### config.mk
export PLATFORM = sky130hd
export DESIGN_NAME = acs_scan_ctrl
export DESIGN_NICKNAME = d
export VERILOG_FILES = /design/src/acs_pkg.sv /design/src/acs_scan_ctrl.sv /design/src/acs_chan_pick.sv /design/src/acs_code_fmt.sv
export VERILOG_INCLUDE_DIRS = /design/src
export SDC_FILE = /design/constraint.sdc
export NUM_CORES = 1
export LEC_CHECK = 0
export ABC_AREA = 1
export BUFFER_PORTS_ARGS = -buffer_cell sky130_fd_sc_hd__buf_2
export CORE_ASPECT_RATIO = 1.75
export CORE_MARGIN = 1.5
export CORE_UTILIZATION = 60
export CTS_CLUSTER_SIZE = 24
export DETAILED_ROUTE_END_ITERATION = 6
export GPL_TIMING_DRIVEN = 1
export PLACE_DENSITY = 0.9
export SETUP_SLACK_MARGIN = 0.5
export SLEW_MARGIN = 30
export SYNTH_ARGS = -nofsm -noshare
export SYNTH_HDL_FRONTEND = slang
export SYNTH_SLANG_ARGS = --single-unit
### constraint.sdc
create_clock -name I_MCLK -period 4.3 [get_ports I_MCLK]
set_input_delay 0.86 -clock I_MCLK [delete_from_list [all_inputs] [get_ports I_MCLK]]
set_output_delay 0.86 -clock I_MCLK [all_outputs]
set_load 0.05 [all_outputs]
### src/acs_defines.svh
// register map, field positions, reset values and timing constants of the channel scanner
`ifndef ACS_DEFINES_SVH
`define ACS_DEFINES_SVH

`define ACS_CHANS        8
`define ACS_AXES         4
`define ACS_CODE_W       12
`define ACS_VAL_W        16
`define ACS_AGE_W        12
`define ACS_SETTLE_W     8

`define ACS_OFF_CTRL     8'h00
`define ACS_OFF_CHEN     8'h04
`define ACS_OFF_RANGE    8'h08
`define ACS_OFF_USE      8'h0C
`define ACS_OFF_MAP      8'h10
`define ACS_OFF_STAT     8'h14
`define ACS_OFF_SCANS    8'h18
`define ACS_RES_PAGE     3'h1

`define ACS_CTRL_RUN     0
`define ACS_STAT_BUSY    0
`define ACS_STAT_CUR     1
`define ACS_STAT_STALE   4
`define ACS_STAT_FRESH   8

`define ACS_RST_CHEN     8'h00
`define ACS_RST_RANGE    16'h0000
`define ACS_RST_USE      16'hAAAA
`define ACS_RST_MAP      12'h688

`define ACS_RANGE_BI10   2'h0
`define ACS_RANGE_BI5    2'h1
`define ACS_RANGE_UNI10  2'h2
`define ACS_RANGE_UNI5   2'h3
`define ACS_USE_FB       0
`define ACS_USE_RB       1
`define ACS_CODE_MSB     11

`define ACS_CLK_NS       20
`define ACS_SETTLE_NS    200
`define ACS_SERVO_NS     62500
`define ACS_SETTLE_CYC   ((`ACS_SETTLE_NS + `ACS_CLK_NS - 1) / `ACS_CLK_NS)
`define ACS_SERVO_CYC    (`ACS_SERVO_NS / `ACS_CLK_NS)

`endif

### src/acs_pkg.sv
// types and shared decode functions of the channel scanner
package acs_pkg;
`include "acs_defines.svh"

   typedef enum logic [2:0] {
      ACS_IDLE   = 3'b001,
      ACS_SETTLE = 3'b010,
      ACS_CONV   = 3'b100
   } acs_state_e;

   typedef logic [`ACS_VAL_W-1:0] acs_val_t;

   typedef struct packed {
      acs_state_e                                  state;
      logic [2:0]                                  cur;
      logic [1:0]                                  adc_range;
      logic                                        adc_start;
      logic [`ACS_SETTLE_W-1:0]                    settle_cnt;
      logic                                        run;
      logic [`ACS_CHANS-1:0]                       chen;
      logic [2*`ACS_CHANS-1:0]                     range;
      logic [2*`ACS_CHANS-1:0]                     chuse;
      logic [3*`ACS_AXES-1:0]                      map;
      logic [`ACS_CHANS-1:0][`ACS_VAL_W-1:0]       result;
      logic [`ACS_CHANS-1:0]                       fresh;
      logic [`ACS_AXES-1:0][`ACS_VAL_W-1:0]        axis_pos;
      logic [`ACS_AXES-1:0]                        axis_upd;
      logic [`ACS_AXES-1:0][`ACS_AGE_W-1:0]        age;
      logic [`ACS_AXES-1:0]                        stale;
      logic [15:0]                                 scans;
      logic                                        pready;
      logic                                        pslverr;
      logic [31:0]                                 prdata;
   } acs_state_s;

   function automatic logic [1:0] acs_fld2(input logic [15:0] v, input logic [2:0] i);
      acs_fld2 = v[{i, 1'b0} +: 2];
   endfunction

   function automatic logic [2:0] acs_fld3(input logic [11:0] v, input logic [1:0] i);
      acs_fld3 = v[3*i +: 3];
   endfunction

   function automatic logic acs_bipolar(input logic [1:0] r);
      acs_bipolar = (r == `ACS_RANGE_BI10) || (r == `ACS_RANGE_BI5);
   endfunction

endpackage

### src/acs_scan_ctrl.sv
// eight-channel converter scan control with apb registers and axis feedback
//
// The register addresses and the APB register port were chosen for this implementation.
`timescale 1ns/1ns
`include "acs_defines.svh"
module acs_scan_ctrl #(
   parameter int SETTLE_CYC = `ACS_SETTLE_CYC,
   parameter int SERVO_CYC  = `ACS_SERVO_CYC
) (
   input  wire logic        I_MCLK,
   input  wire logic        I_RSTN,
   input  wire logic        I_CE,
   input  wire logic        I_PSEL,
   input  wire logic        I_PENABLE,
   input  wire logic        I_PWRITE,
   input  wire logic [7:0]  I_PADDR,
   input  wire logic [31:0] I_PWDATA,
   output logic      [31:0] O_PRDATA,
   output logic             O_PREADY,
   output logic             O_PSLVERR,
   output logic      [2:0]  O_ADC_SEL,
   output logic      [1:0]  O_ADC_RANGE,
   output logic             O_ADC_START,
   input  wire logic        I_ADC_DONE,
   input  wire logic [11:0] I_ADC_DATA,
   output logic      [63:0] O_AXIS_POS,
   output logic      [3:0]  O_AXIS_UPD,
   output logic      [3:0]  O_AXIS_STALE
);
   import acs_pkg::*;

   acs_state_s s;
   acs_state_s next_s;

   logic [2:0]  pick_from;
   logic [2:0]  pick_next;
   logic        pick_any;
   logic [15:0] conv_val;
   logic        acc;
   logic        done_edge;
   logic        hit;
   logic        is_res;
   logic [2:0]  res_idx;
   logic [31:0] rd_data;
   logic [1:0]  cur_use;

   // from idle the search starts above the top channel, giving the lowest enabled
   assign pick_from = (s.state == ACS_IDLE) ? 3'h7 : s.cur;

   acs_chan_pick u_pick (
      .i_cur  (pick_from),
      .i_mask (s.chen),
      .o_next (pick_next),
      .o_any  (pick_any)
   );

   acs_code_fmt u_fmt (
      .i_code  (I_ADC_DATA),
      .i_range (s.adc_range),
      .o_value (conv_val)
   );

   assign acc     = I_PSEL && I_PENABLE;
   assign is_res  = (I_PADDR[7:5] == `ACS_RES_PAGE);
   assign res_idx = I_PADDR[4:2];
   assign hit     = (I_PADDR[1:0] == 2'h0) && (is_res ||
                    I_PADDR == `ACS_OFF_CTRL || I_PADDR == `ACS_OFF_CHEN ||
                    I_PADDR == `ACS_OFF_RANGE || I_PADDR == `ACS_OFF_USE ||
                    I_PADDR == `ACS_OFF_MAP || I_PADDR == `ACS_OFF_STAT ||
                    I_PADDR == `ACS_OFF_SCANS);
   assign done_edge = (s.state == ACS_CONV) && I_ADC_DONE;
   // use field of the channel being converted, bit-selected by name below
   assign cur_use   = acs_fld2(s.chuse, s.cur);

   always_comb begin
      rd_data = 32'h0000_0000;
      if (is_res) begin
         rd_data = {{16{s.result[res_idx][15]}}, s.result[res_idx]};
      end else begin
         unique case (I_PADDR)
            `ACS_OFF_CTRL:  rd_data[`ACS_CTRL_RUN] = s.run;
            `ACS_OFF_CHEN:  rd_data[7:0] = s.chen;
            `ACS_OFF_RANGE: rd_data[15:0] = s.range;
            `ACS_OFF_USE:   rd_data[15:0] = s.chuse;
            `ACS_OFF_MAP:   rd_data[11:0] = s.map;
            `ACS_OFF_STAT: begin
               rd_data[`ACS_STAT_BUSY] = (s.state != ACS_IDLE);
               rd_data[`ACS_STAT_CUR +: 3] = s.cur;
               rd_data[`ACS_STAT_STALE +: 4] = s.stale;
               rd_data[`ACS_STAT_FRESH +: 8] = s.fresh;
            end
            `ACS_OFF_SCANS: rd_data[15:0] = s.scans;
            default:        rd_data = 32'h0000_0000;
         endcase
      end
   end

   always_comb begin
      next_s = s;
      next_s.pready = 1'b0;
      next_s.pslverr = 1'b0;
      next_s.adc_start = 1'b0;
      next_s.axis_upd = 4'h0;

      // apb: answer one cycle into the access phase
      if (acc && !s.pready) begin
         next_s.pready = 1'b1;
         next_s.pslverr = !hit;
         next_s.prdata = hit ? rd_data : 32'h0000_0000;
      end
      if (acc && s.pready && hit) begin
         if (I_PWRITE) begin
            unique case (I_PADDR)
               `ACS_OFF_CTRL:  next_s.run = I_PWDATA[`ACS_CTRL_RUN];
               `ACS_OFF_CHEN:  next_s.chen = I_PWDATA[7:0];
               `ACS_OFF_RANGE: next_s.range = I_PWDATA[15:0];
               `ACS_OFF_USE:   next_s.chuse = I_PWDATA[15:0];
               `ACS_OFF_MAP:   next_s.map = I_PWDATA[11:0];
               default:        next_s.run = s.run;
            endcase
         end else if (is_res) begin
            next_s.fresh[res_idx] = 1'b0;
         end
      end

      // feedback age, flagged stale once a servo period passes without a refresh
      for (int a = 0; a < `ACS_AXES; a++) begin
         if (s.age[a] == 12'(SERVO_CYC - 1)) begin
            next_s.stale[a] = 1'b1;
         end else begin
            next_s.age[a] = s.age[a] + 12'h001;
         end
      end

      unique case (s.state)
         ACS_IDLE: begin
            if (s.run && pick_any) begin
               next_s.cur = pick_next;
               next_s.adc_range = acs_fld2(s.range, pick_next);
               next_s.settle_cnt = 8'(SETTLE_CYC);
               next_s.state = ACS_SETTLE;
            end
         end
         ACS_SETTLE: begin
            if (s.settle_cnt == 8'h00) begin
               next_s.adc_start = 1'b1;
               next_s.state = ACS_CONV;
            end else begin
               next_s.settle_cnt = s.settle_cnt - 8'h01;
            end
         end
         ACS_CONV: begin
            if (I_ADC_DONE) begin
               if (cur_use[`ACS_USE_RB]) begin
                  next_s.result[s.cur] = conv_val;
                  next_s.fresh[s.cur] = 1'b1;
               end
               if (cur_use[`ACS_USE_FB]) begin
                  for (int a = 0; a < `ACS_AXES; a++) begin
                     if (acs_fld3(s.map, 2'(a)) == s.cur) begin
                        next_s.axis_pos[a] = conv_val;
                        next_s.axis_upd[a] = 1'b1;
                        next_s.age[a] = 12'h000;
                        next_s.stale[a] = 1'b0;
                     end
                  end
               end
               if (pick_next <= s.cur) begin
                  next_s.scans = s.scans + 16'h0001;
               end
               if (s.run && pick_any) begin
                  next_s.cur = pick_next;
                  next_s.adc_range = acs_fld2(s.range, pick_next);
                  next_s.settle_cnt = 8'(SETTLE_CYC);
                  next_s.state = ACS_SETTLE;
               end else begin
                  next_s.state = ACS_IDLE;
               end
            end
         end
         default: next_s.state = ACS_IDLE;
      endcase
   end

   always_ff @(posedge I_MCLK or negedge I_RSTN) begin
      if (!I_RSTN) begin
         s <= '0;
         s.state <= ACS_IDLE;
         s.chen <= `ACS_RST_CHEN;
         s.range <= `ACS_RST_RANGE;
         s.chuse <= `ACS_RST_USE;
         s.map <= `ACS_RST_MAP;
      end else if (I_CE) begin
         s <= next_s;
      end
   end

   assign O_PRDATA = s.prdata;
   assign O_PREADY = s.pready;
   assign O_PSLVERR = s.pslverr;
   assign O_ADC_SEL = s.cur;
   assign O_ADC_RANGE = s.adc_range;
   assign O_ADC_START = s.adc_start;
   assign O_AXIS_POS = s.axis_pos;
   assign O_AXIS_UPD = s.axis_upd;
   assign O_AXIS_STALE = s.stale;

   // enabled channels above the current one, for the ascending-order check
   logic [7:0] above_mask;
   assign above_mask = s.chen & (8'hFE << s.cur);

   chk_start_after_settle: assert property (
      @(posedge I_MCLK) disable iff (!I_RSTN)
      I_CE && s.state == ACS_SETTLE && s.settle_cnt == 8'h00
      |=> O_ADC_START && s.state == ACS_CONV
   ) else $error("converter start did not follow settling");

   chk_start_enabled: assert property (
      @(posedge I_MCLK) disable iff (!I_RSTN)
      I_CE && s.state == ACS_IDLE && next_s.state == ACS_SETTLE
      |=> s.chen[O_ADC_SEL]
   ) else $error("scan selected a disabled channel");

   chk_scan_ascends: assert property (
      @(posedge I_MCLK) disable iff (!I_RSTN)
      I_CE && done_edge && s.run && |s.chen && !(acc && s.pready)
      |=> (O_ADC_SEL > $past(s.cur)) == $past(|above_mask) && s.chen[O_ADC_SEL]
   ) else $error("scan order not ascending with wrap");

   chk_bipolar_sign: assert property (
      @(posedge I_MCLK) disable iff (!I_RSTN)
      I_CE && done_edge && acs_bipolar(s.adc_range) && cur_use[`ACS_USE_RB]
      |=> s.result[$past(s.cur)][15:11] == {5{~$past(I_ADC_DATA[11])}}
   ) else $error("bipolar result sign wrong");

   chk_unipolar_span: assert property (
      @(posedge I_MCLK) disable iff (!I_RSTN)
      I_CE && done_edge && !acs_bipolar(s.adc_range) && cur_use[`ACS_USE_RB]
      |=> s.result[$past(s.cur)] == {4'h0, $past(I_ADC_DATA)}
   ) else $error("unipolar result not stored as is");

   chk_fb_only_keeps: assert property (
      @(posedge I_MCLK) disable iff (!I_RSTN)
      I_CE && done_edge && !cur_use[`ACS_USE_RB]
      |=> s.result[$past(s.cur)] == $past(s.result[s.cur])
   ) else $error("feedback-only channel overwrote readback");

   chk_axis_feed: assert property (
      @(posedge I_MCLK) disable iff (!I_RSTN)
      I_CE && done_edge && cur_use[`ACS_USE_FB] && s.map[2:0] == s.cur
      |=> O_AXIS_UPD[0] && O_AXIS_POS[15:0] == $past(conv_val) && !O_AXIS_STALE[0]
   ) else $error("mapped axis did not receive feedback");

   chk_stale_deadline: assert property (
      @(posedge I_MCLK) disable iff (!I_RSTN)
      I_CE && s.age[0] == 12'(SERVO_CYC - 1) && !next_s.axis_upd[0]
      |=> O_AXIS_STALE[0]
   ) else $error("stale flag missed servo deadline");

   chk_pready_pulse: assert property (
      @(posedge I_MCLK) disable iff (!I_RSTN)
      I_CE && O_PREADY |=> !O_PREADY
   ) else $error("pready held for more than one cycle");

   chk_unaligned_err: assert property (
      @(posedge I_MCLK) disable iff (!I_RSTN)
      I_CE && acc && !s.pready && I_PADDR[1:0] != 2'h0
      |=> O_PREADY && O_PSLVERR
   ) else $error("unaligned access not refused");

   chk_range_latch: assert property (
      @(posedge I_MCLK) disable iff (!I_RSTN)
      I_CE && s.state == ACS_IDLE && next_s.state == ACS_SETTLE
      |=> O_ADC_RANGE == acs_fld2($past(s.range), O_ADC_SEL)
   ) else $error("range not latched at channel selection");

   chk_range_write: assert property (
      @(posedge I_MCLK) disable iff (!I_RSTN)
      I_CE && acc && s.pready && I_PWRITE && I_PADDR == `ACS_OFF_RANGE
      |=> s.range == $past(I_PWDATA[15:0])
   ) else $error("range register write lost");

   chk_chen_write: assert property (
      @(posedge I_MCLK) disable iff (!I_RSTN)
      I_CE && acc && s.pready && I_PWRITE && I_PADDR == `ACS_OFF_CHEN
      |=> s.chen == $past(I_PWDATA[7:0])
   ) else $error("channel enable write lost");

   chk_use_write: assert property (
      @(posedge I_MCLK) disable iff (!I_RSTN)
      I_CE && acc && s.pready && I_PWRITE && I_PADDR == `ACS_OFF_USE
      |=> s.chuse == $past(I_PWDATA[15:0])
   ) else $error("channel use write lost");

   chk_map_write: assert property (
      @(posedge I_MCLK) disable iff (!I_RSTN)
      I_CE && acc && s.pready && I_PWRITE && I_PADDR == `ACS_OFF_MAP
      |=> s.map == $past(I_PWDATA[11:0])
   ) else $error("axis map write lost");

   chk_sel_stable: assert property (
      @(posedge I_MCLK) disable iff (!I_RSTN)
      I_CE && s.state != ACS_IDLE && !done_edge
      |=> $stable(O_ADC_SEL) && $stable(O_ADC_RANGE)
   ) else $error("mux select moved during a conversion");

   chk_start_pulse: assert property (
      @(posedge I_MCLK) disable iff (!I_RSTN)
      I_CE && O_ADC_START |=> !O_ADC_START
   ) else $error("converter start held for more than one cycle");

   chk_settle_load: assert property (
      @(posedge I_MCLK) disable iff (!I_RSTN)
      I_CE && s.state == ACS_IDLE && next_s.state == ACS_SETTLE
      |=> s.settle_cnt == 8'(SETTLE_CYC)
   ) else $error("settling count not loaded");

   chk_rb_only_axis: assert property (
      @(posedge I_MCLK) disable iff (!I_RSTN)
      I_CE && done_edge && !cur_use[`ACS_USE_FB]
      |=> O_AXIS_UPD == 4'h0
   ) else $error("non-feedback channel updated an axis");

   chk_result_fresh: assert property (
      @(posedge I_MCLK) disable iff (!I_RSTN)
      I_CE && done_edge && cur_use[`ACS_USE_RB]
      |=> s.fresh[$past(s.cur)]
   ) else $error("stored result not flagged fresh");

   chk_stale_clear: assert property (
      @(posedge I_MCLK) disable iff (!I_RSTN)
      I_CE |-> (O_AXIS_UPD & O_AXIS_STALE) == 4'h0
   ) else $error("axis stale while being updated");

endmodule

### src/acs_chan_pick.sv
// finds the next enabled channel above the given one, wrapping to the lowest
`timescale 1ns/1ns
module acs_chan_pick (
   input  wire logic [2:0] i_cur,
   input  wire logic [7:0] i_mask,
   output logic      [2:0] o_next,
   output logic            o_any
);
   import acs_pkg::*;

   always_comb begin
      logic [2:0] c;
      c = i_cur;
      o_next = i_cur;
      // walk down so the nearest channel above wins
      for (int k = 8; k >= 1; k--) begin
         c = i_cur + 3'(k);
         if (i_mask[c]) begin
            o_next = c;
         end
      end
      o_any = |i_mask;
   end
endmodule

### src/acs_code_fmt.sv
// turns a raw converter code into the signed or unsigned result for its range
`timescale 1ns/1ns
`include "acs_defines.svh"
module acs_code_fmt (
   input  wire logic [11:0] i_code,
   input  wire logic [1:0]  i_range,
   output logic      [15:0] o_value
);
   import acs_pkg::*;

   always_comb begin
      if (acs_bipolar(i_range)) begin
         // offset binary to two's complement, -2048..2047
         o_value = {{4{~i_code[`ACS_CODE_MSB]}}, ~i_code[`ACS_CODE_MSB], i_code[10:0]};
      end else begin
         o_value = {4'h0, i_code};
      end
   end
endmodule

# Yosys cells after proc, flatten, opt, wreduce, memory -nomap -nowiden
# Index checks and enable logic that the tools add are counted.
[op_classes]
bitwise = 4
n_reduce_logical = 40
eq_ne = 25
add_sub_neg = 13
shifts = 2
n_mux = 84
n_lt_le_gt_ge = 12
[op_table]
columns = ["operator", "n"]
rows = [
  ["$mux W144", 2],
  ["$bwmux W128", 1],
  ["$mux W16", 8],
  ["$mux W120", 1],
  ["$mux W12", 8],
  ["$mux W8", 9],
  ["$mux W32", 2],
  ["$add A12 B1 Y12 const B", 4],
  ["$bmux W16 S3", 1],
  ["$demux W16 S3", 1],
  ["$eq A12 B12 Y1 const B", 4],
  ["$pmux W7 S6", 1],
  ["$lt A3 B4 Y1 const B", 9],
  ["$reduce_and A4 Y1", 9],
  ["$mux W34", 1],
  ["$shiftx A16 B5 Y2", 2],
  ["$mux W3", 9],
  ["$reduce_and A5 Y1", 5],
  ["$eq A8 B5 Y1 const B", 3],
  ["$pmux W8 S3", 1],
  ["$mux W1", 23],
  ["$bmux W1 S3", 7],
  ["$pmux W4 S5", 1],
  ["$add A16 B1 Y16 const B", 1],
  ["36 further kinds", 67],
]
[totals]
input_bits = 59
elab_cells = 213
output_inout_bits = 112
ff_bits = 376

# Longest topological paths before layout
[logic_depth]
depth_word = 16
ltp_mapped = 31

# Modules after synthesis
# From an unflattened synthesis, not the netlist that was laid out.
[hier_totals]
cells_unflattened = 2318
area_unflattened_um2 = 18609.1
[by_module_without_submodules]
columns = ["mod", "instances", "area_per_inst_um2", "cells_per_inst"]
rows = [
  ["acs_scan_ctrl", 1, 17828.3, 2172],
  ["acs_chan_pick", 1, 651.9, 128],
  ["acs_code_fmt", 1, 128.9, 18],
]

# Worst setup path after synthesis
# OpenSTA, ideal clock, no wires.
[synth_timing]
kind = "reg-to-reg"
from = "reg s[373] (netlist name)"
to = "reg s[47] (netlist name)"
arrival_ps = 3724
n_path_buf = 1
required_time_ps = 4177
setup_slack_ps = 454
stages_incl_launch_ff = 30
setup_ps = 123
cell_sequence = "dfstp_2 nand3_4 nand2_4 buf_8 inv_1 ha_1 xnor2_1 nand3_2 nand2_1 nand2_1 nand3_1 nand2_1 nand2_1 nand2_1 nand2_1 nand2_1 nand2_1 a21oi_1 ha_1 a21oi_1 o21ai_0 nand2_1 nand2_1 nor2_1 nand3_1 nor2_1 nand3_1 nor3_2 nand3_1 xor2_1"
[synth_via]
elab_chain_len = 14
[synth_lines]
columns = ["item", "line_no", "source"]
rows = [
  ["start: declaration", "acs_scan_ctrl.sv:32", "acs_state_s s;"],
  ["start signal: assignment", "acs_scan_ctrl.sv:194", "s <= next_s;"],
  ["$eq A3 B1 Y1", "acs_scan_ctrl.sv:48", "assign pick_from = (s.state == ACS_IDLE) ? 3'h7 : s.cur;"],
  ["$mux W3", "acs_scan_ctrl.sv:48", ""],
  ["$add A3 B3 Y3", "acs_chan_pick.sv:17", "c = i_cur + 3'(k);"],
  ["$bmux W1 S3", "acs_chan_pick.sv:18", "if (i_mask[c]) begin"],
  ["$mux W1 (not written as such)", "acs_chan_pick.sv:18", ""],
  ["$mux W3 (7 in series)", "acs_chan_pick.sv:18", ""],
  ["$le A3 B3 Y1", "acs_scan_ctrl.sv:168", "if (pick_next <= s.cur) begin"],
  ["$reduce_and A4 Y1 (no line) *", "n/a", ""],
]
# Every way passes the cells marked *; elsewhere a longest branch is shown, timed or not. The select of a mux whose other input is x is not followed.
# A chain may end at the register's enable or synchronous reset.

# Worst setup path after layout
[layout_timing]
from = "reg s[373] (netlist name)"
to = "reg s[35] (netlist name)"
# Same word-level chain as after synthesis.

==> results_dict.tcl <==
set metrics [dict create \
    grt_overflow_total 0 \
    timing.hold.ws_ns 0.208 \
    synth_warnings 0 \
    power_frac_clock 0.347 \
    period_minus_slack_ns 3.96 \
    cp-start-kind "register" \
    crit_type "reg2reg" \
    synth_cell_types 59 \
    syn_nets 2035 \
    syn_area_per_cell_um2 8.42 \
    critPathRequiredTime_ns 4.77 \
    grt_pass1_wl_um 76400 \
    rows 80 \
    final_common_cell "nand2_1" \
    pwr-share-seq 0.421 \
    irDropWorstVdd_mv 0.322 \
    crit_fanout 7 \
    syn-cell-area_um2 16500 \
    dr.pass1.iters 6 \
    worstMarginPinSlew_ns 0.851 \
    clk_pin_slew_ns 0.07 \
    fin_crit_sh 0.921 \
    hpwlAfterDp_um 32700 \
    cts_inserted_buffers 29 \
    ios 171 \
    async_flop_share 1.00 \
    ys_seq_area_frac 0.494 \
    yosysTopAreaCellShare 0.473 \
    switchingPower_w 0.00266 \
    start_util 0.608 \
    drv_slew 0 \
    netlist_top_cells_area "dfrtp_1 47%, nand2_1 9.2%, o21ai_0 6.5%" \
    hp-class "in2async" \
    port_buffers 154 \
    drv_cap 0 \
    max_freq_mhz 252 \
    ctsHoldBuffers 0 \
    cpMaxStageDelayCell "dfstp_2" \
    clk_latency_ns 0.59 \
    arrival_ns 4.43 \
    final_cell_area_um2 18400 \
    drive_gt1_frac 0.185 \
    synth_ff_type "dfrtp_1" \
    final_cell_mix "397 x nand2_1, 312 x dfrtp_1, 212 x o21ai_0, 166 x inv_1, 153 x buf_2" \
    critPathCaptureType "register" \
    rsz0062_at_grt "true" \
    routed_wl_um 48800 \
    gp_congestion 0.983 \
    clkSinkCount 325 \
    cts-htree-levels 1 \
    dieArea_um2 28500 \
    drc 0 \
    finalSetupTns_ns 0 \
    ant_nets 0 \
    antenna_found_initial 2 \
    cpMostUsedCell "buf_4" \
    placed_cell_area_um2 16900 \
    skew_ns 0.0169 \
    cts_root_buf "clkbuf_16" \
    synth-edff-count 0 \
    hold_viol_final 0 \
    p_int_w 0.00562 \
    tritoncts "done" \
    die_x_um 128 \
    swShare 0.321 \
    via_per_inst 6.16 \
    wire_per_inst_um 20.2 \
    crit_path_max_incr_delay_ns 0.57 \
    grt_pass1_vias 14500 \
    track_usage 0.344 \
    relSlewSlack 0.418 \
    die_y_um 222 \
    ys_ff_latch 325 \
    nNetsFinal 2091 \
    status "complete, no violations" \
    cts.path.max_buffers 3 \
    fp.coreArea_um2 27100 \
    synth_cells 1959 \
    p_leak_nw 8.88 \
    powerDensity_nw_per_um2 451 \
    setup-violations-final 0 \
    syn_to_final_growth_pct 11.3 \
    combPwrFrac 0.232 \
    grt_max_degree 82 \
    drt_iter0_markers 1704 \
    vias 14800 \
    synth_largest_area_cell "dfrtp_1" \
]
## area by class of cell
type	count	area (µm²)
timing repair buffer	219	1340
multi-input combinational	1252	6640
tap	369	462
inverter	188	721
fill	1974	8760
clock buffer	34	774
clock inverter	20	275
antenna	2	5.00
sequential	325	8150
## through the flow
step	instances	power [W]	setup slack, ns	utilization
2_1_floorplan	1959	0.00468	0.542	-
3_3_place_gp	2320	0.00508	0.194	0.622
3_5_place_dp	2321	0.00517	0.101	0.623
4_1_cts	2395	0.00811	0.433	0.670
5_1_grt	2409	0.00861	0.130	0.677
6_report	2409	0.00828	0.338	0.677
## cells in the mapped netlist, types with 11 or more instances
cell,number
inv_2,12
ha_1,17
o21ai_0,214
o21ai_1,49
o22ai_1,66
a21oi_1,46
inv_1,170
xor2_1,44
nand4_1,11
nand2_2,17
dfrtp_1,312
nor2_1,121
nor4_1,12
nand3_1,90
clkbuf_1,62
nor3_1,52
buf_2,13
dfstp_2,13
nand2_1,403
buf_4,111
## flip-flops by register name, summed over array words and instances (netlist names)
| name | flops |
|---|---|
| O_ADC_RANGE | 2 |
| O_ADC_SEL | 3 |
| O_ADC_START | 1 |
| O_AXIS_POS | 52 |
| O_AXIS_STALE | 4 |
| O_AXIS_UPD | 4 |
| O_PRDATA | 17 |
| O_PREADY | 1 |
| O_PSLVERR | 1 |
| s | 240 |
## metal layers
layer  GRT usage  up-vias  part of all wire
met1       0.386     7053              0.34
met4       0.274        0             0.093
li1            -     6529                 -
met3      0.0583      299             0.080
met2       0.572      959              0.49
met5           0        -                 0
## repair_timing
item | 4_1_cts | 5_1_grt
resized for setup | 18 | 21
endpoints found under the setup margin | 7 | 13
buffers inserted | 20 | 12
pin swaps | 14 | 15
## final timing paths
| check | to | from | slack, ns | cells past startpoint |
|---|---|---|---|---|
| hold / removal | O_AXIS_UPD[3] | I_RSTN | 0.21 | 1 |
| max in group asynchronous | s[373] | I_RSTN | 2.97 | 3 |
| setup reg to reg | s[35] | s[373] | 0.34 | 29 |
| setup / recovery | s[35] | s[373] | 0.34 | 29 |
| min in group I_MCLK | s[319] | s[319] | 0.48 | 2 |
| hold reg to reg | s[319] | s[319] | 0.48 | 2 |
## worst max-delay path, delay by kind of cell (launching register included)
kind | cells | cell delay [ns]
xor+xnor | 1 | 0.20
fa+ha+maj | 2 | 0.45
buf+inv | 11 | 1.26
flops | 1 | 0.57
simple gates | 15 | 1.34
## logic make-up (layout without fill, tap and decap cells)
family,Yosys count,in the layout,synth area share
AOI/OAI and AO/OA,440,440,0.152
adders and majority gates,17,17,0.0129
and+or+nand+nor,742,742,0.197
buffers and inverters,382,461,0.117
DFF,325,325,0.494
other,0,2,0
xor gates and xnor gates,53,53,0.0281
## power by group through the flow
stage          clock network (W)  registers (W)  logic, W
6_report                 0.00288        0.00349   0.00192
3_3_place_gp                   0        0.00351   0.00157
2_1_floorplan                  0        0.00348   0.00121
5_1_grt                  0.00298        0.00351   0.00211
4_1_cts                  0.00287        0.00347   0.00176
3_5_place_dp                   0        0.00352   0.00164
Power figures use the tool's default switching activity.
